## config.mk

```make
export PLATFORM = sky130hd
export DESIGN_NAME = sfce_top
export DESIGN_NICKNAME = d
export VERILOG_FILES = /design/src/rtl/sfce_pkg.sv /design/src/rtl/sfce_sync.sv /design/src/rtl/sfce_top.sv
export SDC_FILE = /design/constraint.sdc
export NUM_CORES = 1
export LEC_CHECK = 0
export ABC_AREA = 1
export BUFFER_PORTS_ARGS = -buffer_cell sky130_fd_sc_hd__buf_2
export CAP_MARGIN = 20
export CORE_MARGIN = 2
export CORE_UTILIZATION = 50
export CTS_CLUSTER_DIAMETER = 50
export DETAILED_ROUTE_END_ITERATION = 10
export HOLD_SLACK_MARGIN = 0.15
export PLACE_DENSITY = 0.75
export SLEW_MARGIN = 20
export SYNTH_ARGS = -nofsm -noshare
export SYNTH_HDL_FRONTEND = slang
export SYNTH_HIERARCHICAL = 1
export SYNTH_SLANG_ARGS = --single-unit
```

## constraint.sdc

```tcl
create_clock -name ref_clk -period 3.53 [get_ports ref_clk]
set_clock_uncertainty 0.15 [all_clocks]
set_input_delay 0.5295 -clock ref_clk [delete_from_list [all_inputs] [get_ports ref_clk]]
set_output_delay 0.5295 -clock ref_clk [all_outputs]
set_load 0.03 [all_outputs]
```

## src/rtl/sfce_pkg.sv

```systemverilog
// Constants and register map of the servo fault code encoder
// Contract
// RULE_01: Raise error 47 if the absolute encoder speed at power-on is above the configured threshold.
// RULE_02: Raise error 48 if the encoder index pulse is missing within a revolution.
// RULE_03: Raise error 49 if the encoder commutation signal shows an invalid pattern.
// RULE_04: A set bit n (0 to 5) of the scale alarm code raises error 50 plus n.
// RULE_05: Raise error 65 when the ccw torque-limit input is flagged above 10 V magnitude.
// RULE_06: Error 65 is checked only for mode 5, or mode 2 or 4 with torque command select 1, or non-torque mode with limit select 0.
// RULE_07: Raise error 66 on cw torque-limit over-range, checked only in non-torque mode with limit select 0.
// RULE_08: Raise error 95 when the recognised motor does not match the drive.
// RULE_09: Report the self-diagnosis code when the control circuit self-check fails.
// RULE_10: Hold the first raised code until an explicit clear or reset; simultaneous causes keep one.
package sfce_pkg;
    localparam logic [7:0] ERR_ABS_STATUS = 8'h2f;
    localparam logic [7:0] ERR_INDEX = 8'h30;
    localparam logic [7:0] ERR_CS = 8'h31;
    localparam logic [7:0] ERR_SCALE_BASE = 8'h32;
    localparam logic [7:0] ERR_CCW_TL = 8'h41;
    localparam logic [7:0] ERR_CW_TL = 8'h42;
    localparam logic [7:0] ERR_MOTOR = 8'h5f;
    localparam int SCALE_BITS = 6;

    localparam logic [3:0] MODE_TORQUE = 4'h2;
    localparam logic [3:0] MODE_POS_TRQ = 4'h4;
    localparam logic [3:0] MODE_VEL_TRQ = 4'h5;
    localparam logic TCS_ANALOG_CCW = 1'b1;
    localparam logic [1:0] TLS_ANALOG = 2'h0;

    localparam logic [2:0] CS_BAD_LOW = 3'h0;
    localparam logic [2:0] CS_BAD_HIGH = 3'h7;

    localparam logic [7:0] OFS_CTRL = 8'h00;
    localparam logic [7:0] OFS_SPEED_THR = 8'h04;
    localparam logic [7:0] OFS_MOTOR_ID = 8'h08;
    localparam logic [7:0] OFS_ERR = 8'h0c;
    localparam logic [7:0] OFS_IRQ_STAT = 8'h10;
    localparam logic [7:0] OFS_IRQ_EN = 8'h14;
    localparam logic [7:0] OFS_IRQ_CLR = 8'h18;

    localparam int CTRL_MODE_LSB = 0;
    localparam int CTRL_TCS_BIT = 4;
    localparam int CTRL_TLS_LSB = 5;
    localparam int ERR_VALID_BIT = 8;
    localparam int ERR_CLEAR_BIT = 0;

    localparam int IRQ_RAISED = 0;
    localparam int IRQ_SCALE = 1;
    localparam int IRQ_DIAG = 2;
    localparam int IRQ_BITS = 3;

    localparam logic [3:0] CTRL_MODE_RST = 4'h0;
    localparam logic CTRL_TCS_RST = 1'b0;
    localparam logic [1:0] CTRL_TLS_RST = 2'h1;
    localparam logic [15:0] SPEED_THR_RST = 16'hffff;
    localparam logic [7:0] MOTOR_ID_RST = 8'h00;
endpackage

```

## src/rtl/sfce_sync.sv

```systemverilog
// Two flip-flop synchroniser for pin inputs
`timescale 1ns/1ns
`default_nettype none
module sfce_sync #(
    parameter int WIDTH = 1
) (
    input wire logic ref_clk,
    input wire logic rst,
    input wire logic [WIDTH-1:0] asyncIn,
    output logic [WIDTH-1:0] syncOut
);
    logic [WIDTH-1:0] stage1_q;
    logic [WIDTH-1:0] stage2_q;

    // First stage feeds only the second stage
    always_ff @(posedge ref_clk) begin
        if (rst) begin
            stage1_q <= '0;
            stage2_q <= '0;
        end else begin
            stage1_q <= asyncIn;
            stage2_q <= stage1_q;
        end
    end

    assign syncOut = stage2_q;
endmodule
`default_nettype wire

```

## src/rtl/sfce_top.sv

```systemverilog
// Fault detection and error code latch of the servo drive
//
// The register offsets and the plain strobed port were chosen for this implementation.
`timescale 1ns/1ns
`default_nettype none
module sfce_top #(
    parameter int SPEED_W = 16,
    parameter int MOTOR_ID_W = 8
) (
    input wire logic ref_clk,
    input wire logic rst,
    // Register port
    input wire logic [7:0] regAddr,
    input wire logic [31:0] regWrData,
    input wire logic regWr,
    input wire logic regRd,
    output logic [31:0] regRdData,
    output logic irq,
    // Encoder, same clock domain
    input wire logic absSpeedValid,
    input wire logic [SPEED_W-1:0] absSpeed,
    input wire logic revMark,
    // Encoder pins
    input wire logic indexPin,
    input wire logic [2:0] commutationPins,
    // External scale, same clock domain
    input wire logic [5:0] scale_alarm_code,
    // Comparator flags of the analog inputs, pins
    input wire logic ccw_torque_limit_input,
    input wire logic cw_torque_limit_input,
    // Motor recognition and self-check, same clock domain
    input wire logic motorIdValid,
    input wire logic [MOTOR_ID_W-1:0] motorId,
    input wire logic diagFault,
    input wire logic [7:0] diagCode,
    // Latched error
    output logic errValid,
    output logic [7:0] errCode
);
    if (SPEED_W < 1 || SPEED_W > 32 || MOTOR_ID_W < 1 || MOTOR_ID_W > 32) begin : g_param_check
        $error("sfce_top: SPEED_W and MOTOR_ID_W must be 1 to 32");
    end

    ////////////////////////////////////////////////////////////////////////
    // Pin synchronisation

    logic [5:0] pinsSync;

    sfce_sync #(
        .WIDTH(6)
    ) u_sync (
        .ref_clk(ref_clk),
        .rst(rst),
        .asyncIn({cw_torque_limit_input, ccw_torque_limit_input, commutationPins, indexPin}),
        .syncOut(pinsSync)
    );

    logic indexS;
    logic [2:0] csS;
    logic ccwOverS;
    logic cwOverS;
    assign indexS = pinsSync[0];
    assign csS = pinsSync[3:1];
    assign ccwOverS = pinsSync[4];
    assign cwOverS = pinsSync[5];

    ////////////////////////////////////////////////////////////////////////
    // Registers

    logic [3:0] control_mode_setting_q, control_mode_setting_d;
    logic torque_command_select_q, torque_command_select_d;
    logic [1:0] torque_limit_select_q, torque_limit_select_d;
    logic [SPEED_W-1:0] speedThr_q, speedThr_d;
    logic [MOTOR_ID_W-1:0] motorIdExp_q, motorIdExp_d;
    logic [sfce_pkg::IRQ_BITS-1:0] irqStat_q, irqStat_d;
    logic [sfce_pkg::IRQ_BITS-1:0] irqEn_q, irqEn_d;
    logic [31:0] rdData_q, rdData_d;
    logic errClear;

    // Torque-only mode has no position or velocity loop
    function automatic logic posVelMode(input logic [3:0] mode);
        return mode != sfce_pkg::MODE_TORQUE;
    endfunction

    function automatic logic hit(input logic [7:0] addr, input logic [7:0] ofs);
        return addr == ofs;
    endfunction

    ////////////////////////////////////////////////////////////////////////
    // Detectors

    logic indexPrev_q, indexPrev_d;
    logic indexSeen_q, indexSeen_d;
    logic revArmed_q, revArmed_d;
    logic speedChecked_q, speedChecked_d;
    // Sync stages hold reset zeros, which would read as a bad pattern
    logic [1:0] pinsLive_q, pinsLive_d;
    logic indexRise;
    logic ccwEnabled;
    logic cwEnabled;
    logic [7:0] candCode;
    logic candValid;
    logic scaleHit;

    assign indexRise = indexS && !indexPrev_q;
    assign scaleHit = |scale_alarm_code;

    always_comb begin
        ccwEnabled = 1'b0;
        // see RULE_06
        if (control_mode_setting_q == sfce_pkg::MODE_VEL_TRQ) begin
            ccwEnabled = 1'b1;
        end else if ((control_mode_setting_q == sfce_pkg::MODE_TORQUE
                      || control_mode_setting_q == sfce_pkg::MODE_POS_TRQ)
                     && torque_command_select_q == sfce_pkg::TCS_ANALOG_CCW) begin
            ccwEnabled = 1'b1;
        end
        if (posVelMode(control_mode_setting_q) && torque_limit_select_q == sfce_pkg::TLS_ANALOG) begin
            ccwEnabled = 1'b1;
        end
        // see RULE_07
        cwEnabled = posVelMode(control_mode_setting_q) && torque_limit_select_q == sfce_pkg::TLS_ANALOG;
    end

    always_comb begin
        indexPrev_d = indexS;
        pinsLive_d = {pinsLive_q[0], 1'b1};
        indexSeen_d = indexSeen_q;
        revArmed_d = revArmed_q;
        speedChecked_d = speedChecked_q;
        if (absSpeedValid) begin
            speedChecked_d = 1'b1;
        end
        // First revolution mark only arms the window
        if (revMark) begin
            revArmed_d = 1'b1;
            indexSeen_d = indexRise;
        end else if (indexRise) begin
            indexSeen_d = 1'b1;
        end
    end

    // Lowest fixed code wins when several causes meet in one cycle; the self-diagnosis code is taken last
    always_comb begin
        candValid = 1'b1;
        candCode = 8'h00;
        if (absSpeedValid && !speedChecked_q && absSpeed > speedThr_q) begin
            candCode = sfce_pkg::ERR_ABS_STATUS; // see RULE_01
        end else if (revMark && revArmed_q && !indexSeen_q && !indexRise) begin
            candCode = sfce_pkg::ERR_INDEX; // see RULE_02
        end else if (pinsLive_q[1] && (csS == sfce_pkg::CS_BAD_LOW || csS == sfce_pkg::CS_BAD_HIGH)) begin
            candCode = sfce_pkg::ERR_CS; // see RULE_03
        end else if (scaleHit) begin
            candCode = sfce_pkg::ERR_SCALE_BASE; // see RULE_04
            for (int n = sfce_pkg::SCALE_BITS - 1; n >= 0; n--) begin
                if (scale_alarm_code[n]) begin
                    candCode = sfce_pkg::ERR_SCALE_BASE + 8'(n);
                end
            end
        end else if (pinsLive_q[1] && ccwEnabled && ccwOverS) begin
            candCode = sfce_pkg::ERR_CCW_TL; // see RULE_05
        end else if (pinsLive_q[1] && cwEnabled && cwOverS) begin
            candCode = sfce_pkg::ERR_CW_TL; // see RULE_07
        end else if (motorIdValid && motorId != motorIdExp_q) begin
            candCode = sfce_pkg::ERR_MOTOR; // see RULE_08
        end else if (diagFault) begin
            candCode = diagCode; // see RULE_09
        end else begin
            candValid = 1'b0;
        end
    end

    ////////////////////////////////////////////////////////////////////////
    // Error latch

    logic errValid_q, errValid_d;
    logic [7:0] errCode_q, errCode_d;

    // see RULE_10
    always_comb begin
        errValid_d = errValid_q;
        errCode_d = errCode_q;
        if (errClear) begin
            errValid_d = 1'b0;
        end
        // A cause present in the clear cycle is kept, not lost
        if (candValid && (!errValid_q || errClear)) begin
            errValid_d = 1'b1;
            errCode_d = candCode;
        end
    end

    assign errValid = errValid_q;
    assign errCode = errCode_q;

    ////////////////////////////////////////////////////////////////////////
    // Register access

    assign errClear = regWr && hit(regAddr, sfce_pkg::OFS_ERR) && regWrData[sfce_pkg::ERR_CLEAR_BIT];

    always_comb begin
        logic [sfce_pkg::IRQ_BITS-1:0] events;
        events = '0;
        control_mode_setting_d = control_mode_setting_q;
        torque_command_select_d = torque_command_select_q;
        torque_limit_select_d = torque_limit_select_q;
        speedThr_d = speedThr_q;
        motorIdExp_d = motorIdExp_q;
        irqEn_d = irqEn_q;
        irqStat_d = irqStat_q;
        rdData_d = 32'h0000_0000;
        events[sfce_pkg::IRQ_RAISED] = candValid && (!errValid_q || errClear);
        events[sfce_pkg::IRQ_SCALE] = scaleHit;
        events[sfce_pkg::IRQ_DIAG] = diagFault;
        if (regWr) begin
            if (hit(regAddr, sfce_pkg::OFS_CTRL)) begin
                control_mode_setting_d = regWrData[sfce_pkg::CTRL_MODE_LSB +: 4];
                torque_command_select_d = regWrData[sfce_pkg::CTRL_TCS_BIT];
                torque_limit_select_d = regWrData[sfce_pkg::CTRL_TLS_LSB +: 2];
            end
            if (hit(regAddr, sfce_pkg::OFS_SPEED_THR)) begin
                speedThr_d = regWrData[SPEED_W-1:0];
            end
            if (hit(regAddr, sfce_pkg::OFS_MOTOR_ID)) begin
                motorIdExp_d = regWrData[MOTOR_ID_W-1:0];
            end
            if (hit(regAddr, sfce_pkg::OFS_IRQ_EN)) begin
                irqEn_d = regWrData[sfce_pkg::IRQ_BITS-1:0];
            end
            if (hit(regAddr, sfce_pkg::OFS_IRQ_CLR)) begin
                irqStat_d = irqStat_q & ~regWrData[sfce_pkg::IRQ_BITS-1:0];
            end
        end
        // Set wins over clear
        irqStat_d = irqStat_d | events;
        if (regRd) begin
            unique case (regAddr)
                sfce_pkg::OFS_CTRL: begin
                    rdData_d[sfce_pkg::CTRL_MODE_LSB +: 4] = control_mode_setting_q;
                    rdData_d[sfce_pkg::CTRL_TCS_BIT] = torque_command_select_q;
                    rdData_d[sfce_pkg::CTRL_TLS_LSB +: 2] = torque_limit_select_q;
                end
                sfce_pkg::OFS_SPEED_THR: begin
                    rdData_d[SPEED_W-1:0] = speedThr_q;
                end
                sfce_pkg::OFS_MOTOR_ID: begin
                    rdData_d[MOTOR_ID_W-1:0] = motorIdExp_q;
                end
                sfce_pkg::OFS_ERR: begin
                    rdData_d[7:0] = errCode_q;
                    rdData_d[sfce_pkg::ERR_VALID_BIT] = errValid_q;
                end
                sfce_pkg::OFS_IRQ_STAT: begin
                    rdData_d[sfce_pkg::IRQ_BITS-1:0] = irqStat_q;
                end
                sfce_pkg::OFS_IRQ_EN: begin
                    rdData_d[sfce_pkg::IRQ_BITS-1:0] = irqEn_q;
                end
                default: begin
                    rdData_d = 32'h0000_0000;
                end
            endcase
        end
    end

    assign regRdData = rdData_q;
    assign irq = |(irqStat_q & irqEn_q);

    ////////////////////////////////////////////////////////////////////////
    // State registers

    always_ff @(posedge ref_clk) begin
        if (rst) begin
            control_mode_setting_q <= sfce_pkg::CTRL_MODE_RST;
            torque_command_select_q <= sfce_pkg::CTRL_TCS_RST;
            torque_limit_select_q <= sfce_pkg::CTRL_TLS_RST;
            speedThr_q <= SPEED_W'(sfce_pkg::SPEED_THR_RST);
            motorIdExp_q <= MOTOR_ID_W'(sfce_pkg::MOTOR_ID_RST);
            irqStat_q <= '0;
            irqEn_q <= '0;
            rdData_q <= 32'h0000_0000;
            errValid_q <= 1'b0;
            errCode_q <= 8'h00;
            indexPrev_q <= 1'b0;
            pinsLive_q <= 2'h0;
            indexSeen_q <= 1'b0;
            revArmed_q <= 1'b0;
            speedChecked_q <= 1'b0;
        end else begin
            control_mode_setting_q <= control_mode_setting_d;
            torque_command_select_q <= torque_command_select_d;
            torque_limit_select_q <= torque_limit_select_d;
            speedThr_q <= speedThr_d;
            motorIdExp_q <= motorIdExp_d;
            irqStat_q <= irqStat_d;
            irqEn_q <= irqEn_d;
            rdData_q <= rdData_d;
            errValid_q <= errValid_d;
            errCode_q <= errCode_d;
            indexPrev_q <= indexPrev_d;
            pinsLive_q <= pinsLive_d;
            indexSeen_q <= indexSeen_d;
            revArmed_q <= revArmed_d;
            speedChecked_q <= speedChecked_d;
        end
    end
endmodule
`default_nettype wire

```

==> run_results.csv <==
group,metric,value,unit
synth,ys_seq_area_frac,0.402,
timing,period_share,0.669,
final_layout,final_nets,755,
timing,hold_violations,0,
power_and_ir_drop,p_per_area,387,nW/um^2
global_routing,gr-total-overflow,0,
power_and_ir_drop,p_total,0.00182,W
die,dieArea,8700,sq um
timing,final-setup-viol-count,0,
final_layout,fin_util,0.608,
routing,drc_errors,0,
routing,vias,3743,
clock_network,cts_setup_buffers,0,
clock_network,clock_tree.buffer_depth,2,
setup_path,cp-end-kind,"flip-flop",
global_routing,grt_max_degree,36,
timing,fin_crit,2.36,ns
placed_design,dp_cells,738,
final_layout,fin_cells,754,
die,core,7730,sq um
power_and_ir_drop,ir_drop,303,uV
setup_path,worstSetupPathType,"flip-flop to flip-flop",
synth,synth_seq_cells,80,
synth,syn_area_per_cell,7.31,sq um
die,io_pins,134,
routing,post_drt_via_cell_ratio,4.96,
flow_run,cap_violations,0,
power_and_ir_drop,power.leakage,2.43,nW
final_layout,layout_common_cells,"121 x nand2_1, 101 x buf_2, 82 x inv_1",
synth,yosysWarnings,6,
clock_network,root_buffer,"clkbuf_8",
global_routing,grt_pass1_wl,15.6,mm
routing,initialDrtViolationCount,215,
clock_network,clk_pin_slew,0.09,ns
global_routing,antenna_found_initial,0,
clock_network,cts.repair.resized,0,
timing,fmax,424,MHz
placed_design,gp_congestion,0.871,
timing,slew_headroom,0.531,
clock_network,postCtsHoldBufs,0,
synth,synth.cell_area,3980,sq um
synth,yosys.cell_types.count,42,
routing,first_pass_iters,5,
synth,postSynthCellCount,545,
placed_design,dpl.hpwl,7.47,mm
final_layout,syn2layout_area_growth,18.0,%
outcome,status,"finished, final reports clean",
clock_network,cts.htree.levels,3,
setup_path,arrival,2.45,ns
global_routing,first_global_vias,3450,
timing,drv_slew,0,
routing,avgRoutedWirePerCell,12.6,um
timing,tns,0,ns
timing,rsz0062_at_grt,"no",
timing,tightest_slew,0.700,ns
setup_path,crit_required,3.62,ns
clock_network,cts_tree,"yes",
clock_network,cts_made_buffers,9,
die,fp.dieH,93.3,um
die,num_rows,32,
hold_path,hold_class,"input port to flip-flop",
final_layout,layout_commonest_cell,"nand2_1",
clock_network,clock-sinks,80,
setup_path,path_max_fanout,12,
global_routing,grt.total_usage,0.225,
final_layout,drive_gt1_frac,0.221,
setup_path,startpoint_type,"flip-flop",
routing,wl,9.49,mm
timing,whs,0.239,ns
clock_network,clk_latency,0.34,ns
final_layout,antenna_cells,0,
die,initial_utilization,0.516,
routing,postRouteAntennaNets,0,
placed_design,portBuffers,101,
die,die_w,93.3,um
-- registers in the layout, summed over array words and instances, names as in the netlist --
signal,flops
irqEn_q,3
u_sync/syncOut,6
motorIdExp_q,8
torque_command_select_q,1
pinsLive_q,2
errCode,8
speedThr_q,16
speedChecked_q,1
torque_limit_select_q,2
revArmed_q,1
errValid,1
indexSeen_q,1
u_sync/stage1_q,6
regRdData,16
irqStat_q,3
indexPrev_q,1
control_mode_setting_q,4
-- through the flow --
step / setup slack (ns) / area, sq um
floorplan: 1.40 / 4040
global placement: 1.04 / 4510
detailed placement: 0.975 / 4510
CTS: 1.18 / 4700
global route: 0.904 / 4700
finish: 1.17 / 4700
-- critical path: stages (launching register included) --
cell and delay, ns:
dfxtp_1 0.31, inv_1 0.06, ha_1 0.30, nand2_1 0.07, nor2_1 0.17, nand2_1 0.08
nor2_1 0.15, nand2_1 0.08, nand4_1 0.07, nand2_1 0.16, nand2_1 0.15, nand2_2 0.20
inv_1 0.13, nand2_1 0.06, nand2_1 0.06, nor2_1 0.04
-- layer usage --
layer / GRT usage / vias up / wire length, um
li1: - / 1914 / -
met1: 0.293 / 1705 / 4290
met2: 0.387 / 109 / 4620
met3: 0.0314 / 15 / 436
met4: 0.0699 / 0 / 140
met5: 0 / - / 0
-- logic make-up (layout without fill, tap and decap cells) --
| kind of cell | Yosys count | in the layout | share of synthesized area |
|---|---|---|---|
| xor+xnor | 3 | 3 | 0.00660 |
| compound gates | 96 | 96 | 0.150 |
| simple gates | 235 | 235 | 0.259 |
| buf+inv | 114 | 206 | 0.130 |
| flops | 80 | 80 | 0.402 |
| fa+ha+maj | 16 | 16 | 0.0503 |
| other cells | 1 | 16 | 0.000941 |
-- synthesized netlist by cell type (all sizes together) --
master	instances	area (sq um)
o21ai	23	126
a221oi	4	35.0
dfxtp	80	1600
ha	16	200
inv	83	312
nor2	73	319
clkinv	2	7.51
xnor2	3	26.3
nand4	2	12.5
clkbuf	3	11.3
nand3	18	95.1
nor3b	1	7.51
nand2	131	522
nor3	7	56.3
o211ai	14	105
o21bai	3	22.5
a211oi	4	30.0
a21o	1	7.51
o221ai	3	26.3
o31ai	1	7.51
or2	3	21.3
a31oi	1	6.26
o22ai	9	56.3
conb	1	3.75
buf	26	189
a21oi	30	154
o21a	3	22.5
-- area by class of cell --
type                    count  area (sq um)
clock buffers              10           128
flip-flops and latches     80          1600
fillers                   744          3030
multi-input cells         366          1920
clock inverters             6          68.8
repair buffers            105           536
well taps                 102           128
inverters                  85           319
-- final timing paths --
kind / from / to / slack [ns] / cells past startpoint
worst max-delay path: speedThr_q[15] / errCode[7] / 1.17 / 15
worst min-delay path: ccw_torque_limit_input / u_sync/stage1_q[4] / 0.24 / 3
worst max register to register: speedThr_q[15] / errCode[7] / 1.17 / 15
worst min register to register: u_sync/stage1_q[5] / u_sync/syncOut[5] / 0.25 / 2
-- power breakdown --
group	internal (W)	switching, W
combinational	0.0000743	0.000142
clock	0.000331	0.000338
sequential	0.000923	0.0000112
Power figures use the tool's default switching activity.
